**src/verilog/lbm_defines.vh**
```
// Purpose: constants for the logic, boolean and move opcode decoder
// Assumes: opcodes arrive as whole bytes from the core fetch logic
// Notes:   patterns with ? are matched with casez
//
// How it works
// - 55 ANDs direct byte into accumulator
// - 56-57 AND pointed byte into accumulator
// - 52 ANDs accumulator into direct byte
// - 53 ANDs immediate into direct byte
// - 68-6F XOR bank register into accumulator
// - 66-67 XOR pointed byte into accumulator
// - 64 XORs immediate into accumulator
// - 62 XORs accumulator into direct byte
// - 63 XORs immediate into direct byte
// - 33 rotates accumulator left through carry
// - 13 rotates accumulator right through carry
// - 82 ANDs direct bit into carry
// - 72 ORs direct bit into carry
// - A0 ORs inverted bit into carry
// - A2 bit to carry, 92 carry to bit
// - 85 copies direct byte to direct byte
// - 75 writes immediate into direct byte
// - 88-8F copy bank register to direct
// - A8-AF load bank register from direct
// - 86-87 copy pointed byte to direct
// - A6-A7 store direct byte at pointer
// - 78-7F load immediate into bank register
// - Effects match the standard core exactly
`ifndef LBM_DEFINES_VH
`define LBM_DEFINES_VH

// ****************************************
// Operation codes
// ****************************************
`define LBM_OP_NONE   4'h0
`define LBM_OP_AND    4'h1
`define LBM_OP_OR     4'h2
`define LBM_OP_XOR    4'h3
`define LBM_OP_MOVE   4'h4
`define LBM_OP_RCL    4'h5
`define LBM_OP_RCR    4'h6
`define LBM_OP_RL     4'h7
`define LBM_OP_RR     4'h8
`define LBM_OP_CLR    4'h9
`define LBM_OP_CPL    4'hA
`define LBM_OP_SWAP   4'hB
`define LBM_OP_ANDN   4'hC
`define LBM_OP_ORN    4'hD
`define LBM_OP_SETB   4'hE

// ****************************************
// Operand locations
// ****************************************
`define LBM_LOC_NONE  3'h0
`define LBM_LOC_ACC   3'h1
`define LBM_LOC_BANK  3'h2
`define LBM_LOC_DIR   3'h3
`define LBM_LOC_IND   3'h4
`define LBM_LOC_IMM   3'h5
`define LBM_LOC_CARRY 3'h6
`define LBM_LOC_BIT   3'h7

// ****************************************
// Lengths and cycle counts
// ****************************************
`define LBM_N0        2'h0
`define LBM_N1        2'h1
`define LBM_N2        2'h2
`define LBM_N3        2'h3

// ****************************************
// Opcode patterns
// ****************************************
`define LBM_AND_BANK  8'b0101_1???
`define LBM_AND_DIR   8'h55
`define LBM_AND_IND   8'b0101_011?
`define LBM_AND_IMM   8'h54
`define LBM_AND_TODIR 8'h52
`define LBM_AND_DIMM  8'h53
`define LBM_OR_BANK   8'b0100_1???
`define LBM_OR_DIR    8'h45
`define LBM_OR_IND    8'b0100_011?
`define LBM_OR_IMM    8'h44
`define LBM_OR_TODIR  8'h42
`define LBM_OR_DIMM   8'h43
`define LBM_XOR_BANK  8'b0110_1???
`define LBM_XOR_DIR   8'h65
`define LBM_XOR_IND   8'b0110_011?
`define LBM_XOR_IMM   8'h64
`define LBM_XOR_TODIR 8'h62
`define LBM_XOR_DIMM  8'h63
`define LBM_CLR_A     8'hE4
`define LBM_CPL_A     8'hF4
`define LBM_SWAP_A    8'hC4
`define LBM_RL_A      8'h23
`define LBM_RCL_A     8'h33
`define LBM_RR_A      8'h03
`define LBM_RCR_A     8'h13
`define LBM_CLR_C     8'hC3
`define LBM_CLR_BIT   8'hC2
`define LBM_SETB_C    8'hD3
`define LBM_SETB_BIT  8'hD2
`define LBM_CPL_C     8'hB3
`define LBM_CPL_BIT   8'hB2
`define LBM_AND_CBIT  8'h82
`define LBM_ANDN_CBIT 8'hB0
`define LBM_OR_CBIT   8'h72
`define LBM_ORN_CBIT  8'hA0
`define LBM_XFR_CBIT  8'hA2
`define LBM_XFR_BITC  8'h92
`define LBM_XFR_A_BNK 8'b1110_1???
`define LBM_XFR_A_DIR 8'hE5
`define LBM_XFR_A_IND 8'b1110_011?
`define LBM_XFR_A_IMM 8'h74
`define LBM_XFR_BNK_A 8'b1111_1???
`define LBM_XFR_BNK_D 8'b1010_1???
`define LBM_XFR_BNK_I 8'b0111_1???
`define LBM_XFR_D_A   8'hF5
`define LBM_XFR_D_BNK 8'b1000_1???
`define LBM_XFR_D_D   8'h85
`define LBM_XFR_D_IND 8'b1000_011?
`define LBM_XFR_D_IMM 8'h75
`define LBM_XFR_IND_A 8'b1111_011?
`define LBM_XFR_IND_D 8'b1010_011?
`define LBM_XFR_IND_I 8'b0111_011?

`endif

```
**src/verilog/lbm_decoder.v**
```verilog
// Purpose: decode and execute logic, boolean and byte move opcodes
// Assumes: sequencer fetches operands named by the decode outputs
// Notes:   decode answers one cycle after opcode_valid, execution
//          one cycle after exe_start; both are registered
`timescale 1ns/1ps
`include "lbm_defines.vh"

module lbm_decoder (
    // Clock and reset
    input  wire       sys_clk,
    input  wire       rst_n,
    // Opcode from fetch
    input  wire [7:0] opcode,
    input  wire       opcode_valid,
    // Operands from sequencer
    input  wire       exe_start,
    input  wire [7:0] exe_dst_val,
    input  wire [7:0] exe_src_val,
    input  wire       carry_in,
    input  wire       bit_in,
    // Decode results
    output reg        dec_ready,
    output reg        dec_known,
    output reg  [1:0] dec_len,
    output reg  [1:0] dec_cycles,
    output reg  [3:0] dec_op,
    output reg  [2:0] dec_src,
    output reg  [2:0] dec_dst,
    output reg  [2:0] dec_reg_idx,
    // Execution results
    output reg        exe_done,
    output reg  [7:0] exe_result,
    output reg        exe_carry,
    output reg        exe_bit,
    output reg        exe_wr_byte,
    output reg        exe_wr_carry,
    output reg        exe_wr_bit
);

    // ****************************************
    // Decode table
    // ****************************************
    reg       next_known;
    reg [1:0] next_len;
    reg [1:0] next_cycles;
    reg [3:0] next_op;
    reg [2:0] next_src;
    reg [2:0] next_dst;
    reg [2:0] next_reg_idx;

    task put;
        input [1:0] len;
        input [1:0] cyc;
        input [3:0] op;
        input [2:0] src;
        input [2:0] dst;
        begin
            next_known  = 1'b1;
            next_len    = len;
            next_cycles = cyc;
            next_op     = op;
            next_src    = src;
            next_dst    = dst;
        end
    endtask

    always @* begin
        next_known   = 1'b0;
        next_len     = `LBM_N1;
        next_cycles  = `LBM_N1;
        next_op      = `LBM_OP_NONE;
        next_src     = `LBM_LOC_NONE;
        next_dst     = `LBM_LOC_NONE;
        // Bank index in low three bits, pointer select in bit 0
        next_reg_idx = opcode[2:0];
        casez (opcode)
            `LBM_AND_BANK: put(`LBM_N1, `LBM_N1, `LBM_OP_AND,
                               `LBM_LOC_BANK, `LBM_LOC_ACC);
            `LBM_AND_DIR: put(`LBM_N2, `LBM_N2, `LBM_OP_AND,
                              `LBM_LOC_DIR, `LBM_LOC_ACC);
            `LBM_AND_IND: put(`LBM_N1, `LBM_N1, `LBM_OP_AND,
                              `LBM_LOC_IND, `LBM_LOC_ACC);
            `LBM_AND_IMM: put(`LBM_N2, `LBM_N2, `LBM_OP_AND,
                              `LBM_LOC_IMM, `LBM_LOC_ACC);
            `LBM_AND_TODIR: put(`LBM_N2, `LBM_N2, `LBM_OP_AND,
                                `LBM_LOC_ACC, `LBM_LOC_DIR);
            `LBM_AND_DIMM: put(`LBM_N3, `LBM_N3, `LBM_OP_AND,
                               `LBM_LOC_IMM, `LBM_LOC_DIR);
            `LBM_OR_BANK: put(`LBM_N1, `LBM_N1, `LBM_OP_OR,
                              `LBM_LOC_BANK, `LBM_LOC_ACC);
            `LBM_OR_DIR: put(`LBM_N2, `LBM_N2, `LBM_OP_OR,
                             `LBM_LOC_DIR, `LBM_LOC_ACC);
            `LBM_OR_IND: put(`LBM_N1, `LBM_N1, `LBM_OP_OR,
                             `LBM_LOC_IND, `LBM_LOC_ACC);
            `LBM_OR_IMM: put(`LBM_N2, `LBM_N2, `LBM_OP_OR,
                             `LBM_LOC_IMM, `LBM_LOC_ACC);
            `LBM_OR_TODIR: put(`LBM_N2, `LBM_N2, `LBM_OP_OR,
                               `LBM_LOC_ACC, `LBM_LOC_DIR);
            `LBM_OR_DIMM: put(`LBM_N3, `LBM_N3, `LBM_OP_OR,
                              `LBM_LOC_IMM, `LBM_LOC_DIR);
            `LBM_XOR_BANK: put(`LBM_N1, `LBM_N1, `LBM_OP_XOR,
                               `LBM_LOC_BANK, `LBM_LOC_ACC);
            `LBM_XOR_DIR: put(`LBM_N2, `LBM_N2, `LBM_OP_XOR,
                              `LBM_LOC_DIR, `LBM_LOC_ACC);
            `LBM_XOR_IND: put(`LBM_N1, `LBM_N1, `LBM_OP_XOR,
                              `LBM_LOC_IND, `LBM_LOC_ACC);
            `LBM_XOR_IMM: put(`LBM_N2, `LBM_N2, `LBM_OP_XOR,
                              `LBM_LOC_IMM, `LBM_LOC_ACC);
            `LBM_XOR_TODIR: put(`LBM_N2, `LBM_N2, `LBM_OP_XOR,
                                `LBM_LOC_ACC, `LBM_LOC_DIR);
            `LBM_XOR_DIMM: put(`LBM_N3, `LBM_N3, `LBM_OP_XOR,
                               `LBM_LOC_IMM, `LBM_LOC_DIR);
            `LBM_CLR_A: put(`LBM_N1, `LBM_N1, `LBM_OP_CLR,
                            `LBM_LOC_ACC, `LBM_LOC_ACC);
            `LBM_CPL_A: put(`LBM_N1, `LBM_N1, `LBM_OP_CPL,
                            `LBM_LOC_ACC, `LBM_LOC_ACC);
            `LBM_SWAP_A: put(`LBM_N1, `LBM_N1, `LBM_OP_SWAP,
                             `LBM_LOC_ACC, `LBM_LOC_ACC);
            `LBM_RL_A: put(`LBM_N1, `LBM_N1, `LBM_OP_RL,
                           `LBM_LOC_ACC, `LBM_LOC_ACC);
            `LBM_RCL_A: put(`LBM_N1, `LBM_N1, `LBM_OP_RCL,
                            `LBM_LOC_ACC, `LBM_LOC_ACC);
            `LBM_RR_A: put(`LBM_N1, `LBM_N1, `LBM_OP_RR,
                           `LBM_LOC_ACC, `LBM_LOC_ACC);
            `LBM_RCR_A: put(`LBM_N1, `LBM_N1, `LBM_OP_RCR,
                            `LBM_LOC_ACC, `LBM_LOC_ACC);
            `LBM_CLR_C: put(`LBM_N1, `LBM_N1, `LBM_OP_CLR,
                            `LBM_LOC_NONE, `LBM_LOC_CARRY);
            `LBM_CLR_BIT: put(`LBM_N2, `LBM_N2, `LBM_OP_CLR,
                              `LBM_LOC_NONE, `LBM_LOC_BIT);
            `LBM_SETB_C: put(`LBM_N1, `LBM_N1, `LBM_OP_SETB,
                             `LBM_LOC_NONE, `LBM_LOC_CARRY);
            `LBM_SETB_BIT: put(`LBM_N2, `LBM_N2, `LBM_OP_SETB,
                               `LBM_LOC_NONE, `LBM_LOC_BIT);
            `LBM_CPL_C: put(`LBM_N1, `LBM_N1, `LBM_OP_CPL,
                            `LBM_LOC_NONE, `LBM_LOC_CARRY);
            `LBM_CPL_BIT: put(`LBM_N2, `LBM_N2, `LBM_OP_CPL,
                              `LBM_LOC_NONE, `LBM_LOC_BIT);
            `LBM_AND_CBIT: put(`LBM_N2, `LBM_N2, `LBM_OP_AND,
                               `LBM_LOC_BIT, `LBM_LOC_CARRY);
            `LBM_ANDN_CBIT: put(`LBM_N2, `LBM_N2, `LBM_OP_ANDN,
                                `LBM_LOC_BIT, `LBM_LOC_CARRY);
            `LBM_OR_CBIT: put(`LBM_N2, `LBM_N2, `LBM_OP_OR,
                              `LBM_LOC_BIT, `LBM_LOC_CARRY);
            `LBM_ORN_CBIT: put(`LBM_N2, `LBM_N2, `LBM_OP_ORN,
                               `LBM_LOC_BIT, `LBM_LOC_CARRY);
            `LBM_XFR_CBIT: put(`LBM_N2, `LBM_N2, `LBM_OP_MOVE,
                               `LBM_LOC_BIT, `LBM_LOC_CARRY);
            `LBM_XFR_BITC: put(`LBM_N2, `LBM_N2, `LBM_OP_MOVE,
                               `LBM_LOC_CARRY, `LBM_LOC_BIT);
            `LBM_XFR_A_BNK: put(`LBM_N1, `LBM_N1, `LBM_OP_MOVE,
                                `LBM_LOC_BANK, `LBM_LOC_ACC);
            `LBM_XFR_A_DIR: put(`LBM_N2, `LBM_N2, `LBM_OP_MOVE,
                                `LBM_LOC_DIR, `LBM_LOC_ACC);
            `LBM_XFR_A_IND: put(`LBM_N1, `LBM_N1, `LBM_OP_MOVE,
                                `LBM_LOC_IND, `LBM_LOC_ACC);
            `LBM_XFR_A_IMM: put(`LBM_N2, `LBM_N2, `LBM_OP_MOVE,
                                `LBM_LOC_IMM, `LBM_LOC_ACC);
            `LBM_XFR_BNK_A: put(`LBM_N1, `LBM_N1, `LBM_OP_MOVE,
                                `LBM_LOC_ACC, `LBM_LOC_BANK);
            `LBM_XFR_BNK_D: put(`LBM_N2, `LBM_N2, `LBM_OP_MOVE,
                                `LBM_LOC_DIR, `LBM_LOC_BANK);
            `LBM_XFR_BNK_I: put(`LBM_N2, `LBM_N2, `LBM_OP_MOVE,
                                `LBM_LOC_IMM, `LBM_LOC_BANK);
            `LBM_XFR_D_A: put(`LBM_N2, `LBM_N2, `LBM_OP_MOVE,
                              `LBM_LOC_ACC, `LBM_LOC_DIR);
            `LBM_XFR_D_BNK: put(`LBM_N2, `LBM_N2, `LBM_OP_MOVE,
                                `LBM_LOC_BANK, `LBM_LOC_DIR);
            `LBM_XFR_D_D: put(`LBM_N3, `LBM_N3, `LBM_OP_MOVE,
                              `LBM_LOC_DIR, `LBM_LOC_DIR);
            `LBM_XFR_D_IND: put(`LBM_N2, `LBM_N2, `LBM_OP_MOVE,
                                `LBM_LOC_IND, `LBM_LOC_DIR);
            `LBM_XFR_D_IMM: put(`LBM_N3, `LBM_N3, `LBM_OP_MOVE,
                                `LBM_LOC_IMM, `LBM_LOC_DIR);
            `LBM_XFR_IND_A: put(`LBM_N1, `LBM_N1, `LBM_OP_MOVE,
                                `LBM_LOC_ACC, `LBM_LOC_IND);
            `LBM_XFR_IND_D: put(`LBM_N2, `LBM_N2, `LBM_OP_MOVE,
                                `LBM_LOC_DIR, `LBM_LOC_IND);
            `LBM_XFR_IND_I: put(`LBM_N2, `LBM_N2, `LBM_OP_MOVE,
                                `LBM_LOC_IMM, `LBM_LOC_IND);
            default: begin
                // Opcodes outside this block report length zero
                next_len    = `LBM_N0;
                next_cycles = `LBM_N0;
            end
        endcase
    end

    // ****************************************
    // Decode registers
    // ****************************************
    always @(posedge sys_clk or negedge rst_n) begin
        if (!rst_n) begin
            dec_ready   <= 1'b0;
            dec_known   <= 1'b0;
            dec_len     <= `LBM_N0;
            dec_cycles  <= `LBM_N0;
            dec_op      <= `LBM_OP_NONE;
            dec_src     <= `LBM_LOC_NONE;
            dec_dst     <= `LBM_LOC_NONE;
            dec_reg_idx <= 3'h0;
        end else begin
            dec_ready <= opcode_valid;
            if (opcode_valid) begin
                dec_known   <= next_known;
                dec_len     <= next_len;
                dec_cycles  <= next_cycles;
                dec_op      <= next_op;
                dec_src     <= next_src;
                dec_dst     <= next_dst;
                dec_reg_idx <= next_reg_idx;
            end
        end
    end

    // ****************************************
    // Execution
    // ****************************************
    reg [7:0] next_result;
    reg       next_carry;
    reg       next_bit;
    reg       bit_x;
    reg       bit_y;
    reg       bit_r;
    wire      dst_carry = (dec_dst == `LBM_LOC_CARRY);
    wire      dst_bit   = (dec_dst == `LBM_LOC_BIT);
    wire      dst_byte  = dec_known && !dst_carry && !dst_bit;

    always @* begin
        next_result = exe_dst_val;
        next_carry  = carry_in;
        bit_x       = dst_carry ? carry_in : bit_in;
        bit_y       = (dec_src == `LBM_LOC_CARRY) ? carry_in : bit_in;
        bit_r       = bit_x;
        // Byte path: destination value combined with source
        case (dec_op)
            `LBM_OP_AND:  next_result = exe_dst_val & exe_src_val;
            `LBM_OP_OR:   next_result = exe_dst_val | exe_src_val;
            `LBM_OP_XOR:  next_result = exe_dst_val ^ exe_src_val;
            `LBM_OP_MOVE: next_result = exe_src_val;
            `LBM_OP_RCL: begin
                next_result = {exe_dst_val[6:0], carry_in};
                next_carry  = exe_dst_val[7];
            end
            `LBM_OP_RCR: begin
                next_result = {carry_in, exe_dst_val[7:1]};
                next_carry  = exe_dst_val[0];
            end
            `LBM_OP_RL:   next_result = {exe_dst_val[6:0], exe_dst_val[7]};
            `LBM_OP_RR:   next_result = {exe_dst_val[0], exe_dst_val[7:1]};
            `LBM_OP_CLR:  next_result = 8'h00;
            `LBM_OP_CPL:  next_result = ~exe_dst_val;
            `LBM_OP_SWAP: next_result = {exe_dst_val[3:0], exe_dst_val[7:4]};
            default:      next_result = exe_dst_val;
        endcase
        // Bit path: carry or addressed bit as destination
        case (dec_op)
            `LBM_OP_AND:  bit_r = bit_x & bit_y;
            `LBM_OP_ANDN: bit_r = bit_x & ~bit_y;
            `LBM_OP_OR:   bit_r = bit_x | bit_y;
            `LBM_OP_ORN:  bit_r = bit_x | ~bit_y;
            `LBM_OP_MOVE: bit_r = bit_y;
            `LBM_OP_CLR:  bit_r = 1'b0;
            `LBM_OP_CPL:  bit_r = ~bit_x;
            `LBM_OP_SETB: bit_r = 1'b1;
            default:      bit_r = bit_x;
        endcase
        if (dst_carry) begin
            next_carry = bit_r;
        end
        next_bit = dst_bit ? bit_r : bit_in;
    end

    always @(posedge sys_clk or negedge rst_n) begin
        if (!rst_n) begin
            exe_done     <= 1'b0;
            exe_result   <= 8'h00;
            exe_carry    <= 1'b0;
            exe_bit      <= 1'b0;
            exe_wr_byte  <= 1'b0;
            exe_wr_carry <= 1'b0;
            exe_wr_bit   <= 1'b0;
        end else begin
            exe_done     <= exe_start;
            exe_wr_byte  <= exe_start && dst_byte;
            // Only rotates through carry and carry targets touch carry
            exe_wr_carry <= exe_start && dec_known &&
                            (dst_carry || dec_op == `LBM_OP_RCL ||
                             dec_op == `LBM_OP_RCR);
            // Source bit is left alone for the inverted carry forms
            exe_wr_bit   <= exe_start && dec_known && dst_bit;
            if (exe_start) begin
                exe_result <= next_result;
                exe_carry  <= next_carry;
                exe_bit    <= next_bit;
            end
        end
    end

endmodule

```
**config.mk**
```make
export PLATFORM = sky130hd
export DESIGN_NAME = lbm_decoder
export DESIGN_NICKNAME = d
export VERILOG_FILES = /design/src/verilog/lbm_decoder.v
export VERILOG_INCLUDE_DIRS = /design/src /design/src/verilog
export SDC_FILE = /design/constraint.sdc
export NUM_CORES = 1
export LEC_CHECK = 0
export ABC_AREA = 1
export BUFFER_PORTS_ARGS = -buffer_cell sky130_fd_sc_hd__buf_2
export CORE_MARGIN = 2
export CORE_UTILIZATION = 40
export CTS_BUF_LIST = sky130_fd_sc_hd__clkbuf_8
export CTS_CLUSTER_SIZE = 16
export DETAILED_ROUTE_END_ITERATION = 7
export PLACE_DENSITY_LB_ADDON = 0.08
export SLEW_MARGIN = 10
export SYNTH_ARGS = -nofsm -noshare
export SYNTH_HDL_FRONTEND = slang
export SYNTH_SLANG_ARGS = --single-unit
export TNS_END_PERCENT = 20
```
**constraint.sdc**
```tcl
create_clock -name sys_clk -period 3.6 [get_ports sys_clk]
set_clock_uncertainty 0.2 [all_clocks]
set_input_delay 0.18 -clock sys_clk [delete_from_list [all_inputs] [get_ports sys_clk]]
set_output_delay 0.18 -clock sys_clk [all_outputs]
set_load 0.02 [all_outputs]
```
=== Word-level counts from Yosys, hierarchy flattened ===
Cells that the tools add are included.

* Add/subtract/negate cells: 0
* $mul: 0
* Div/mod/pow operators: 0
* Order comparisons: 0
* Eq/ne operators: 69
* Shift operators: 0
* Muxes and demuxes: 12
* Bitwise operators: 10
* Reduce and logical (&&, ||, !) cells: 33

{| class="wikitable"
|+ Operators by type and width
! operator !! count
|-
| $eq 8x8->1 const B || 17
|-
| $eq 8x7->1 const B || 15
|-
| $pmux 8 s11 || 1
|-
| $pmux 4 s14 || 1
|-
| $reduce_or 52->1 || 1
|-
| $eq 4x4->1 const B || 7
|-
| $eq 7x6->1 const B || 4
|-
| $eq 7x7->1 const B || 4
|-
| $reduce_or 27->1 || 1
|-
| $reduce_or 23->1 || 1
|-
| $pmux 3 s7 || 1
|-
| $reduce_or 7->1 || 3
|-
| $eq 5x4->1 const B || 4
|-
| $eq 5x5->1 const B || 4
|-
| $reduce_or 20->1 || 1
|-
| $reduce_or 5->1 || 4
|-
| $pmux 3 s6 || 1
|-
| $reduce_or 17->1 || 1
|-
| $eq 4x3->1 const B || 4
|-
| $eq 8x6->1 const B || 2
|-
| $reduce_or 13->1 || 1
|-
| $reduce_or 3->1 || 4
|-
| $reduce_or 11->1 || 1
|-
| $reduce_or 10->1 || 1
|-
| other kinds (23) || 40
|}

* Bits in registers: 31
* Latch bits: 0
* RAM bits: 0
* Memory bits (read-only): 0
* Input bits: 30
* Output and inout bits: 33
* Word-level logic and storage cells: 138
* Memories: 0

=== Longest topological paths before layout ===
Gate-level depths: netlist (run 1).

* Word-level depth: 6
* Depth in mapped cells: 12
* Depth with buffers taken out: 12

=== Least setup slack after synthesis (run 1) ===
No wires, ideal clock.

* Kind: reg2reg
* Start point: reg dec_op[0]
* End point: reg exe_carry
* Setup time: 123 ps
* Arrival time: 1428 ps
* Data required time: 3277 ps
* Setup slack: 1849 ps
* Cell stages (with the launch flop): 12
* Buffers on the path: 0
* Clock period less this slack: 1751 ps
* Cell sequence: dfrtp_1 -> inv_1 -> nand2_1 -> inv_1 -> nand2_1 -> nand2_1 -> a21oi_1 -> nand3_1 -> nand2_1 -> nand2_1 -> o21ai_0 -> nand2_1

* Cells in the longest elaborated chain, start to end: 3
* Elaborated cells on any way between the ends: 13
* Classes of those cells: 10 x eq/ne; 3 x mux

{| class="wikitable"
|+ RTL lines
! element !! RTL line !! RTL
|-
| start: declaration || lbm_decoder.v:26 || <nowiki>output reg [3:0] dec_op,</nowiki>
|-
| start signal: assignment || lbm_decoder.v:198 || <nowiki>dec_op <= `LBM_OP_NONE;</nowiki>
|-
| start signal: assignment || lbm_decoder.v:208 || <nowiki>dec_op <= next_op;</nowiki>
|-
| $eq 4x4->1, or another cell as far along || lbm_decoder.v:257 || <nowiki>case (dec_op)</nowiki>
|-
| $pmux 1 s8 or $pmux 1 s2 (tied branches) || lbm_decoder.v:257, lbm_decoder.v:236 ||
|-
| $mux 1 (*) || lbm_decoder.v:268 || <nowiki>if (dst_carry) begin</nowiki>
|-
| end signal: assignment || lbm_decoder.v:294 || <nowiki>exe_carry <= next_carry;</nowiki>
|-
| end: declaration || lbm_decoder.v:33 || <nowiki>output reg exe_carry,</nowiki>
|}

Mark *: on every way between the ends. The rest lies on a longest branch, timed or not.
A chain may end at the register's enable or synchronous reset.

=== Worst setup path after layout (run 1) ===
* Start point: reg dec_op[0]
* End point: reg exe_result[6]

* Cells in the longest elaborated chain, start to end: 2
* Elaborated cells on any way between the ends: 12
* Classes of those cells: 11 x eq/ne; 1 x mux

{| class="wikitable"
|+ RTL lines
! element !! RTL line !! RTL
|-
| $eq 4x4->1, or another cell as far along || lbm_decoder.v:236 || <nowiki>case (dec_op)</nowiki>
|-
| $pmux 8 s11 (*) || lbm_decoder.v:236 ||
|-
| end signal: assignment || lbm_decoder.v:293 || <nowiki>exe_result <= next_result;</nowiki>
|-
| end: declaration || lbm_decoder.v:32 || <nowiki>output reg [7:0] exe_result,</nowiki>
|}

Marks and branches as above.

==> metrics, run 1 <==
status=completed; asr flop ratio synth=100%; width of the die=94.0 µm; non-filler cells, final=732; aggregate routed wire length=11,800 µm; number of H-tree levels=2; Initial Utilization=41.7%; Area contributors post-synth=dfrtp_1, nand2_1, nor2_1; Root Driver=clkbuf_8; most frequent cells in the layout=nand2_1, nor2_1, buf_2; die area=8830 µm²; CTS tree=built; f_max=440 MHz; pwr dens=308 nW/µm²; number of synthesized flops with an enable pin=0; GPL Wtd Cong=1.03; Starting DRT DRC Count=229; critical path launch point type=register; ys flop type=dfrtp_1; Yosys top cell area share=23.9%; number of global-route vias before repair=3,893; Skew-Pair Late Insertion Delay=280 ps; fin. max-slew vios=0; first-pass GRT wire length=18,700 µm; Final Instance Area=3740 µm²; crit-path max FO=8; leak pwr=2.17 nW; Tightest Pin Transition=730 ps; Max Cap Viol=0; net count after synthesis=614; P&R area growth vs syn=15.6%; Mapped Area=3240 µm²; Netlist cell types=32; Clock Tree Buf Depth=2; clock-pin slew on the worst setup and hold paths=70 ps; Site Rows=32; met2 wire len=5710 µm; Yosys warnings=0; max layer used=met4; Gate Count Post-Synth=568; placed insts=722; unrepaired setup endpoints after global routing=false; die height=94.0 µm; slowest stage cell, crit path=nor2_1; WS Path Type=reg -> reg; sequential area share after synthesis=23.9%; Crit path largest cell delay=570 ps; Worst slew margin=51.1%; M1 WL=4520 µm; final setup fails=0; Arr. time, crit path=2300 ps; Antenna diodes=0; min cycle time layout=2270 ps; I/O Buffers=62; Setup TNS=0 ps; DR vias=4,003; Synth area leader=dfrtp_1; critical path cell sequence=inv_1, nor2_1, inv_1, nor2_1, nand2_1, o21ai_0, nor3_1, nand4_1, nand2_1, nand2_1; grt total ovfl=0; DRC Markers=0; final hold violations=0; commonest non-fill, non-tap cell in the layout=nand2_1; antenna-violating nets left=0; Final nets=676; vias per cell=5.47; core box area=7770 µm²; postcts setup bufs=0; antenna violations before repair=0; routed length per instance=16.1 µm; mean post-synth cell area=5.70 µm²; I/O pin cnt=63; largest net degree at the start of global routing=32; Detail Placement HPWL=9220 µm; metal3 WL=816 µm; Max rail drop VDD=175 µV; period utilization=63.2%; CTS Buf Count=5; Synth Register Bits=31; Worst setup EP type=register; Pre-antenna DRT Iters=5; FF-to-FF setup slack=1330 ps; dpl cell area=3630 µm²; hold crit path type=in -> reg; GRT Util Overall=27.2%; clk sinks=31; worst path required time=3620 ps; CP most frequent cell=nand2_1; share of cells above drive strength 1=14.1%
[layout make-up]
cell class	count	area (µm²)
fill	844	4020
multi-input combinational	468	2190
sequential	31	776
timing repair buffer	65	340
inverter	59	221
tap	102	128
clock buffer	6	82.6
clock inverter	1	5.00
[sequential cells by signal (all words and copies together), names as in the netlist]
| signal | count |
|---|---|
| exe_wr_byte | 1 |
| exe_wr_bit | 1 |
| exe_wr_carry | 1 |
| dec_dst | 3 |
| dec_reg_idx | 3 |
| dec_cycles | 2 |
| exe_done | 1 |
| exe_bit | 1 |
| exe_result | 8 |
| dec_op | 4 |
| dec_known | 1 |
| exe_carry | 1 |
| dec_ready | 1 |
| dec_src | 3 |
[worst max-delay path, delay by kind of cell (launching register included)]
family / cells / cell delay (ps)
buffers and inverters: 2 / 170
and+or+nand+nor: 7 / 1230
DFF: 1 / 490
AOI/OAI and AO/OA: 1 / 120
[logic make-up after synthesis]
kind of cell	synth area share (%)
flip-flops	23.9
AO/OA/AOI/OAI	13.5
buffers and inverters	8.38
AND/OR/NAND/NOR	48.0
adder cells (fa/ha/maj)	6.18
[per-layer routing]
layer | vias up | GRT usage, %
met2 | 200 | 47.2
met1 | 1790 | 31.1
li1 | 1957 | -
met3 | 56 | 4.17
met4 | 0 | 16.9
met5 | - | 0
[stage by stage]
step	hold WS [ps]	util (%)	worst slack, ps	power [mW]
2_1_floorplan	-316	-	1850	0.714
3_3_place_gp	66.8	46.7	1430	0.870
3_5_place_dp	80.8	46.7	1370	0.869
4_1_cts	50.4	48.2	1350	1.16
5_1_grt	105	48.2	1200	1.23
6_report	57.1	48.2	1330	1.15
[worst paths after layout]
path	cells after the start	startpoint	to
worst max-delay path	10	dec_op[0]	exe_result[6]
worst min-delay path	5	exe_src_val[7]	exe_result[7]
worst max register to register	10	dec_op[0]	exe_result[6]
worst min register to register	2	exe_result[1]	exe_result[1]
max in group asynchronous	2	rst_n	dec_ready
min in group asynchronous	2	rst_n	exe_result[5]
[power by group]
part | switching [mW] | total, mW | internal [mW]
clock network | 0.134 | 0.284 | 0.150
logic | 0.305 | 0.441 | 0.136
registers | 0.0332 | 0.429 | 0.395
total | 0.472 | 1.15 | 0.681
[timing repair]
action	CTS	global route
endpoints found under the setup margin	0	0
resized for setup	0	0
hold buffers	3	0
endpoints found under the hold margin	33	0
[Yosys cell counts, types with 2 or more instances]
cell type	count
and3_1	2
nand2_1	204
nor2_2	9
nand4_1	13
o22ai_1	7
clkbuf_1	4
nor3_1	12
o21ai_1	3
nand3_1	28
buf_2	4
a211oi_1	2
inv_1	54
inv_2	5
o21ai_0	24
ha_1	16
a21oi_1	25
nand3b_1	3
a31oi_1	2
dfrtp_1	31
buf_4	2
nor2_1	100
a22oi_1	6
o21ai_2	3
Power figures use the tool's default switching activity.
==> inputs of run 2 (changes only) <==
==> constraint.sdc (replaced) <==
create_clock -name sys_clk -period 2.3 [get_ports sys_clk]
set_clock_uncertainty 0.2 [all_clocks]
set_input_delay 0.115 -clock sys_clk [delete_from_list [all_inputs] [get_ports sys_clk]]
set_output_delay 0.115 -clock sys_clk [all_outputs]
set_load 0.02 [all_outputs]
==> metrics, run 2 (synthesis gave the netlist of run 1 again) <==
status=completed; unrepaired setup endpoints after global routing=false; slowest stage cell, crit path=dfrtp_1; Site Rows=32; Root Driver=clkbuf_8; Clk pwr share=29.3%; Skew-Pair Late Insertion Delay=280 ps; final hold violations=0; WS Path Type=reg -> reg; first-pass GRT wire length=18,300 µm; placed insts=728; final worst slack=343 ps; width of the die=94.0 µm; I/O Buffers=62; Initial Utilization=41.7%; P&R area growth vs syn=17.9%; postcts setup bufs=0; grt total ovfl=0; post_cts resized=0; I/O pin cnt=63; CTS Buf Count=5; post-cts hold buffer count=3; routed length per instance=15.8 µm; Min Hold Slack=21.3 ps; FF-to-FF setup slack=340 ps; Arr. time, crit path=1930 ps; fin. max-slew vios=0; number of H-tree levels=2; clock-pin slew on the worst setup and hold paths=70 ps; combinational power share=36.1%; DR vias=4,010; number of global-route vias before repair=3,745; Crit path largest cell delay=440 ps; Max Cap Viol=0; dpl ws=374 ps; leak pwr=2.21 nW; worst path required time=2270 ps; die height=94.0 µm; register share of total power=34.6%; Setup TNS=0 ps; die area=8830 µm²; min cycle time layout=1960 ps; Crit path buffers/inverters=2; hold crit path type=in -> reg; critical path cell sequence=inv_1, nand2_1, inv_1, nand2_1, nand2_1, a21oi_1, nand3_1, nand2_1, nand2_1, o21ai_0, nand2_1; max reg flops=8; Largest regs=exe_result x8, dec_op x4; Net Switching=0.749 mW; Most flops, register=exe_result; largest net degree at the start of global routing=32; GPL Wtd Cong=0.992; CTS tree=built; Crit path max-delay family=simple AND/OR/NAND/NOR gates; crit-path max FO=9; aggregate routed wire length=11,700 µm; f_max=511 MHz; core box area=7770 µm²; period utilization=85.1%; Tightest Pin Transition=709 ps; Pwr Total=1.94 mW; Detail Placement HPWL=9300 µm; fill count=831; antenna violations before repair=0; share of cells above drive strength 1=15.1%; critical path launch point type=register; non-filler cells, final=739; CP most frequent cell=nand2_1; Net Sw Frac=38.6%; pwr dens=508 nW/µm²; final setup fails=0; Pre-antenna DRT Iters=5; Starting DRT DRC Count=208; antenna-violating nets left=0; most frequent cells in the layout=nand2_1, nor2_1, buf_2; vias per cell=5.43; Cell Int Power=1.19 mW; Max rail drop VDD=334 µV; Worst setup EP type=register; Clock Tree Buf Depth=2; Worst slew margin=52.7%; clk sinks=31; GRT Util Overall=26.7%; Final nets=682; Antenna diodes=0; DRC Markers=0; commonest non-fill, non-tap cell in the layout=nand2_1
[run 2: cell types whose count changed in the layout (fill, tap and decap cells not counted)]
cell,change
buf_4,+6
bufinv_16,+1
[run 2: worst reg2reg max path, stage by stage, from the launching register on]
cell and delay [ps]:
dfrtp_1 440, inv_1 80, nand2_1 80, inv_1 90
nand2_1 300, nand2_1 90, a21oi_1 140, nand3_1 90
nand2_1 60, nand2_1 60, o21ai_0 150, nand2_1 70
[run 2: per-stage QoR]
| stage | area [µm²] | util [%] |
|---|---|---|
| 2_1_floorplan | 3240 | - |
| 3_3_place_gp | 3670 | 47.3 |
| 3_5_place_dp | 3670 | 47.3 |
| 4_1_cts | 3820 | 49.2 |
| 5_1_grt | 3820 | 49.2 |
| 6_report | 3820 | 49.2 |
[run 2: final cells by class]
| type | instances | area (µm²) | area share, % |
|---|---|---|---|
| repair buffers | 71 | 385 | 10.1 |
| well taps | 102 | 128 | 3.34 |
| multi-input cells | 468 | 2190 | 57.4 |
| clock buffers | 6 | 82.6 | 2.16 |
| inverters | 59 | 221 | 5.80 |
| flip-flops and latches | 31 | 776 | 20.3 |
| clock inverters | 2 | 35.0 | 0.917 |
[run 2: routing by layer]
layer / global-route usage [%] / routed length [µm] / vias to the layer above
met5: 0 / 0 / -
met4: 13.6 / 578 / 0
met3: 3.85 / 664 / 42
met2: 48.2 / 5830 / 182
met1: 30.4 / 4600 / 1819
li1: - / - / 1967
[run 2: path summary, 6_finish.rpt]
kind	startpoint	endpoint	depth (start not counted)
min in group asynchronous	rst_n	exe_result[0]	2
worst max register to register	dec_op[0]	exe_bit	11
worst min-delay path	exe_src_val[6]	exe_result[6]	5
worst min register to register	exe_carry	exe_carry	2
max in group asynchronous	rst_n	dec_cycles[0]	2
worst max-delay path	dec_op[0]	exe_bit	11
[run 2: power by group through the flow]
stage                     registers [mW]  logic (mW)  clock network (mW)
final                              0.671       0.701               0.569
after global routing               0.680       0.773               0.598
after CTS                          0.672       0.698               0.582
after detailed placement           0.681       0.691                   0
after global placement             0.679       0.694                   0
after floorplan                    0.769       0.348                   0
==> inputs of run 3 (changes only) <==
--- a/config.mk
+++ b/config.mk
@@ -7,7 +7,7 @@
 export NUM_CORES = 1
 export LEC_CHECK = 0
 export ABC_AREA = 1
-export BUFFER_PORTS_ARGS = -buffer_cell sky130_fd_sc_hd__buf_2
+export BUFFER_PORTS_ARGS = -buffer_cell sky130_fd_sc_hd__buf_4
 export CORE_MARGIN = 2
 export CORE_UTILIZATION = 40
 export CTS_BUF_LIST = sky130_fd_sc_hd__clkbuf_8
==> metrics, run 3 (synthesis gave the netlist of run 1 again) <==
Register-to-Register Path Depth=11; post_cts resized=0; Root Driver=clkbuf_8; Most flops, register=exe_result; hold depth=5; status=completed; final worst slack=364 ps; dpl cell area=3810 µm²; antenna-violating nets left=0; Initial Utilization=41.7%; Largest regs=exe_result x8, dec_op x4; Arr. time, crit path=1910 ps; placed insts=726; DR vias=4,063; Pre-antenna DRT Iters=5; Pwr Total=2.00 mW; Min Hold Slack=6.15 ps; Detail Placement HPWL=9140 µm; Site Rows=32; pwr dens=500 nW/µm²; largest net degree at the start of global routing=32; Hold Startpoint=exe_src_val[2]; leak pwr=2.27 nW; Clock Tree Buf Depth=2; DRC Markers=0; P&R area growth vs syn=23.8%; dpl ws=397 ps; GRT Util Overall=26.8%; most frequent cells in the layout=nand2_1, nor2_1, buf_4; routed length per instance=15.4 µm; worst path required time=2270 ps; share of cells above drive strength 1=14.7%; number of global-route vias before repair=3,973; postcts setup bufs=0; width of the die=94.0 µm; CTS tree=built; FF-to-FF setup slack=360 ps; aggregate routed wire length=11,500 µm; Final Instance Area=4010 µm²; die area=8830 µm²; Final nets=685; fin. max-slew vios=0; commonest non-fill, non-tap cell in the layout=nand2_1; clk sinks=31; I/O Buffers=62; Finished Core Util=51.6%; crit-path max FO=9; Max Cap Viol=0; min cycle time layout=1940 ps; Tightest Pin Transition=630 ps; Max rail drop VDD=253 µV; Reg-to-Reg End=exe_bit; non-filler cells, final=742; period utilization=84.2%; final setup fails=0; final hold violations=0; number of H-tree levels=2; CTS Buf Count=5; antenna violations before repair=0; Worst slew margin=57.9%; Skew-Pair Late Insertion Delay=280 ps; max reg flops=8; die height=94.0 µm; Setup TNS=0 ps; WS Path Type=reg -> reg; hold crit path type=in -> reg; grt total ovfl=0; GPL Wtd Cong=0.965; first-pass GRT wire length=18,700 µm; Starting DRT DRC Count=252; core box area=7770 µm²; Worst setup EP type=register; fill count=829; Endpoint, Worst Hold=exe_result[2]; clock-pin slew on the worst setup and hold paths=70 ps; Antenna diodes=0; critical path launch point type=register; f_max=516 MHz; vias per cell=5.48; I/O pin cnt=63; unrepaired setup endpoints after global routing=false; RR Startpoint=dec_op[0]
-- run 3: cell count changes in the layout (fill, tap and decap cells not counted) --
cell / previous run / this run
buf_2: 62 / 0
buf_4: 6 / 66
dlygate4sd3_1: 3 / 8
-- run 3: layer usage --
metal | up-vias | wire, µm | part of all wire [%] | GRT usage, %
li1 | 1979 | - | - | -
met1 | 1820 | 4430 | 39 | 29.4
met2 | 211 | 5560 | 49 | 47.4
met3 | 53 | 713 | 6.2 | 4.33
met4 | 0 | 756 | 6.6 | 17.6
met5 | - | 0 | 0 | 0
-- run 3: cell type report --
class / instances / area [µm²] / share of cell area (%)
multi-input cells: 468 / 2190 / 54.7
flip-flops and latches: 31 / 776 / 19.3
repair buffers: 74 / 576 / 14.4
inverters: 59 / 221 / 5.52
well taps: 102 / 128 / 3.18
clock buffers: 6 / 82.6 / 2.06
clock inverters: 2 / 35.0 / 0.874
-- run 3: what timing repair did --
item,in CTS,in global routing
endpoints found under the setup margin,0,0
hold buffers,8,0
hold endpoints to repair,52,0
-- run 3: worst max-delay path: stages, from the launching register on --
cell	delay, ps
dfrtp_1	450
inv_1	80
nand2_1	80
inv_1	80
nand2_1	290
nand2_1	90
a21oi_1	140
nand3_1	80
nand2_1	60
nand2_1	60
o21ai_0	150
nand2_1	60
-- run 3: worst max path at each step --
stage,to,start,depth (start not counted)
3_5_place_dp,exe_carry,dec_op[0],11
4_1_cts,exe_carry,dec_op[0],11
6_report,exe_bit,dec_op[0],11
3_3_place_gp,exe_carry,dec_op[0],11
5_1_grt,exe_bit,dec_op[0],11
2_1_floorplan,exe_carry,dec_op[0],11
-- run 3: power by group --
part	total, mW	switching, mW	leakage [nW]	internal [mW]
Combinational	0.759	0.474	1.81	0.285
Clock	0.568	0.218	0.0612	0.351
Sequential	0.677	0.0580	0.391	0.619
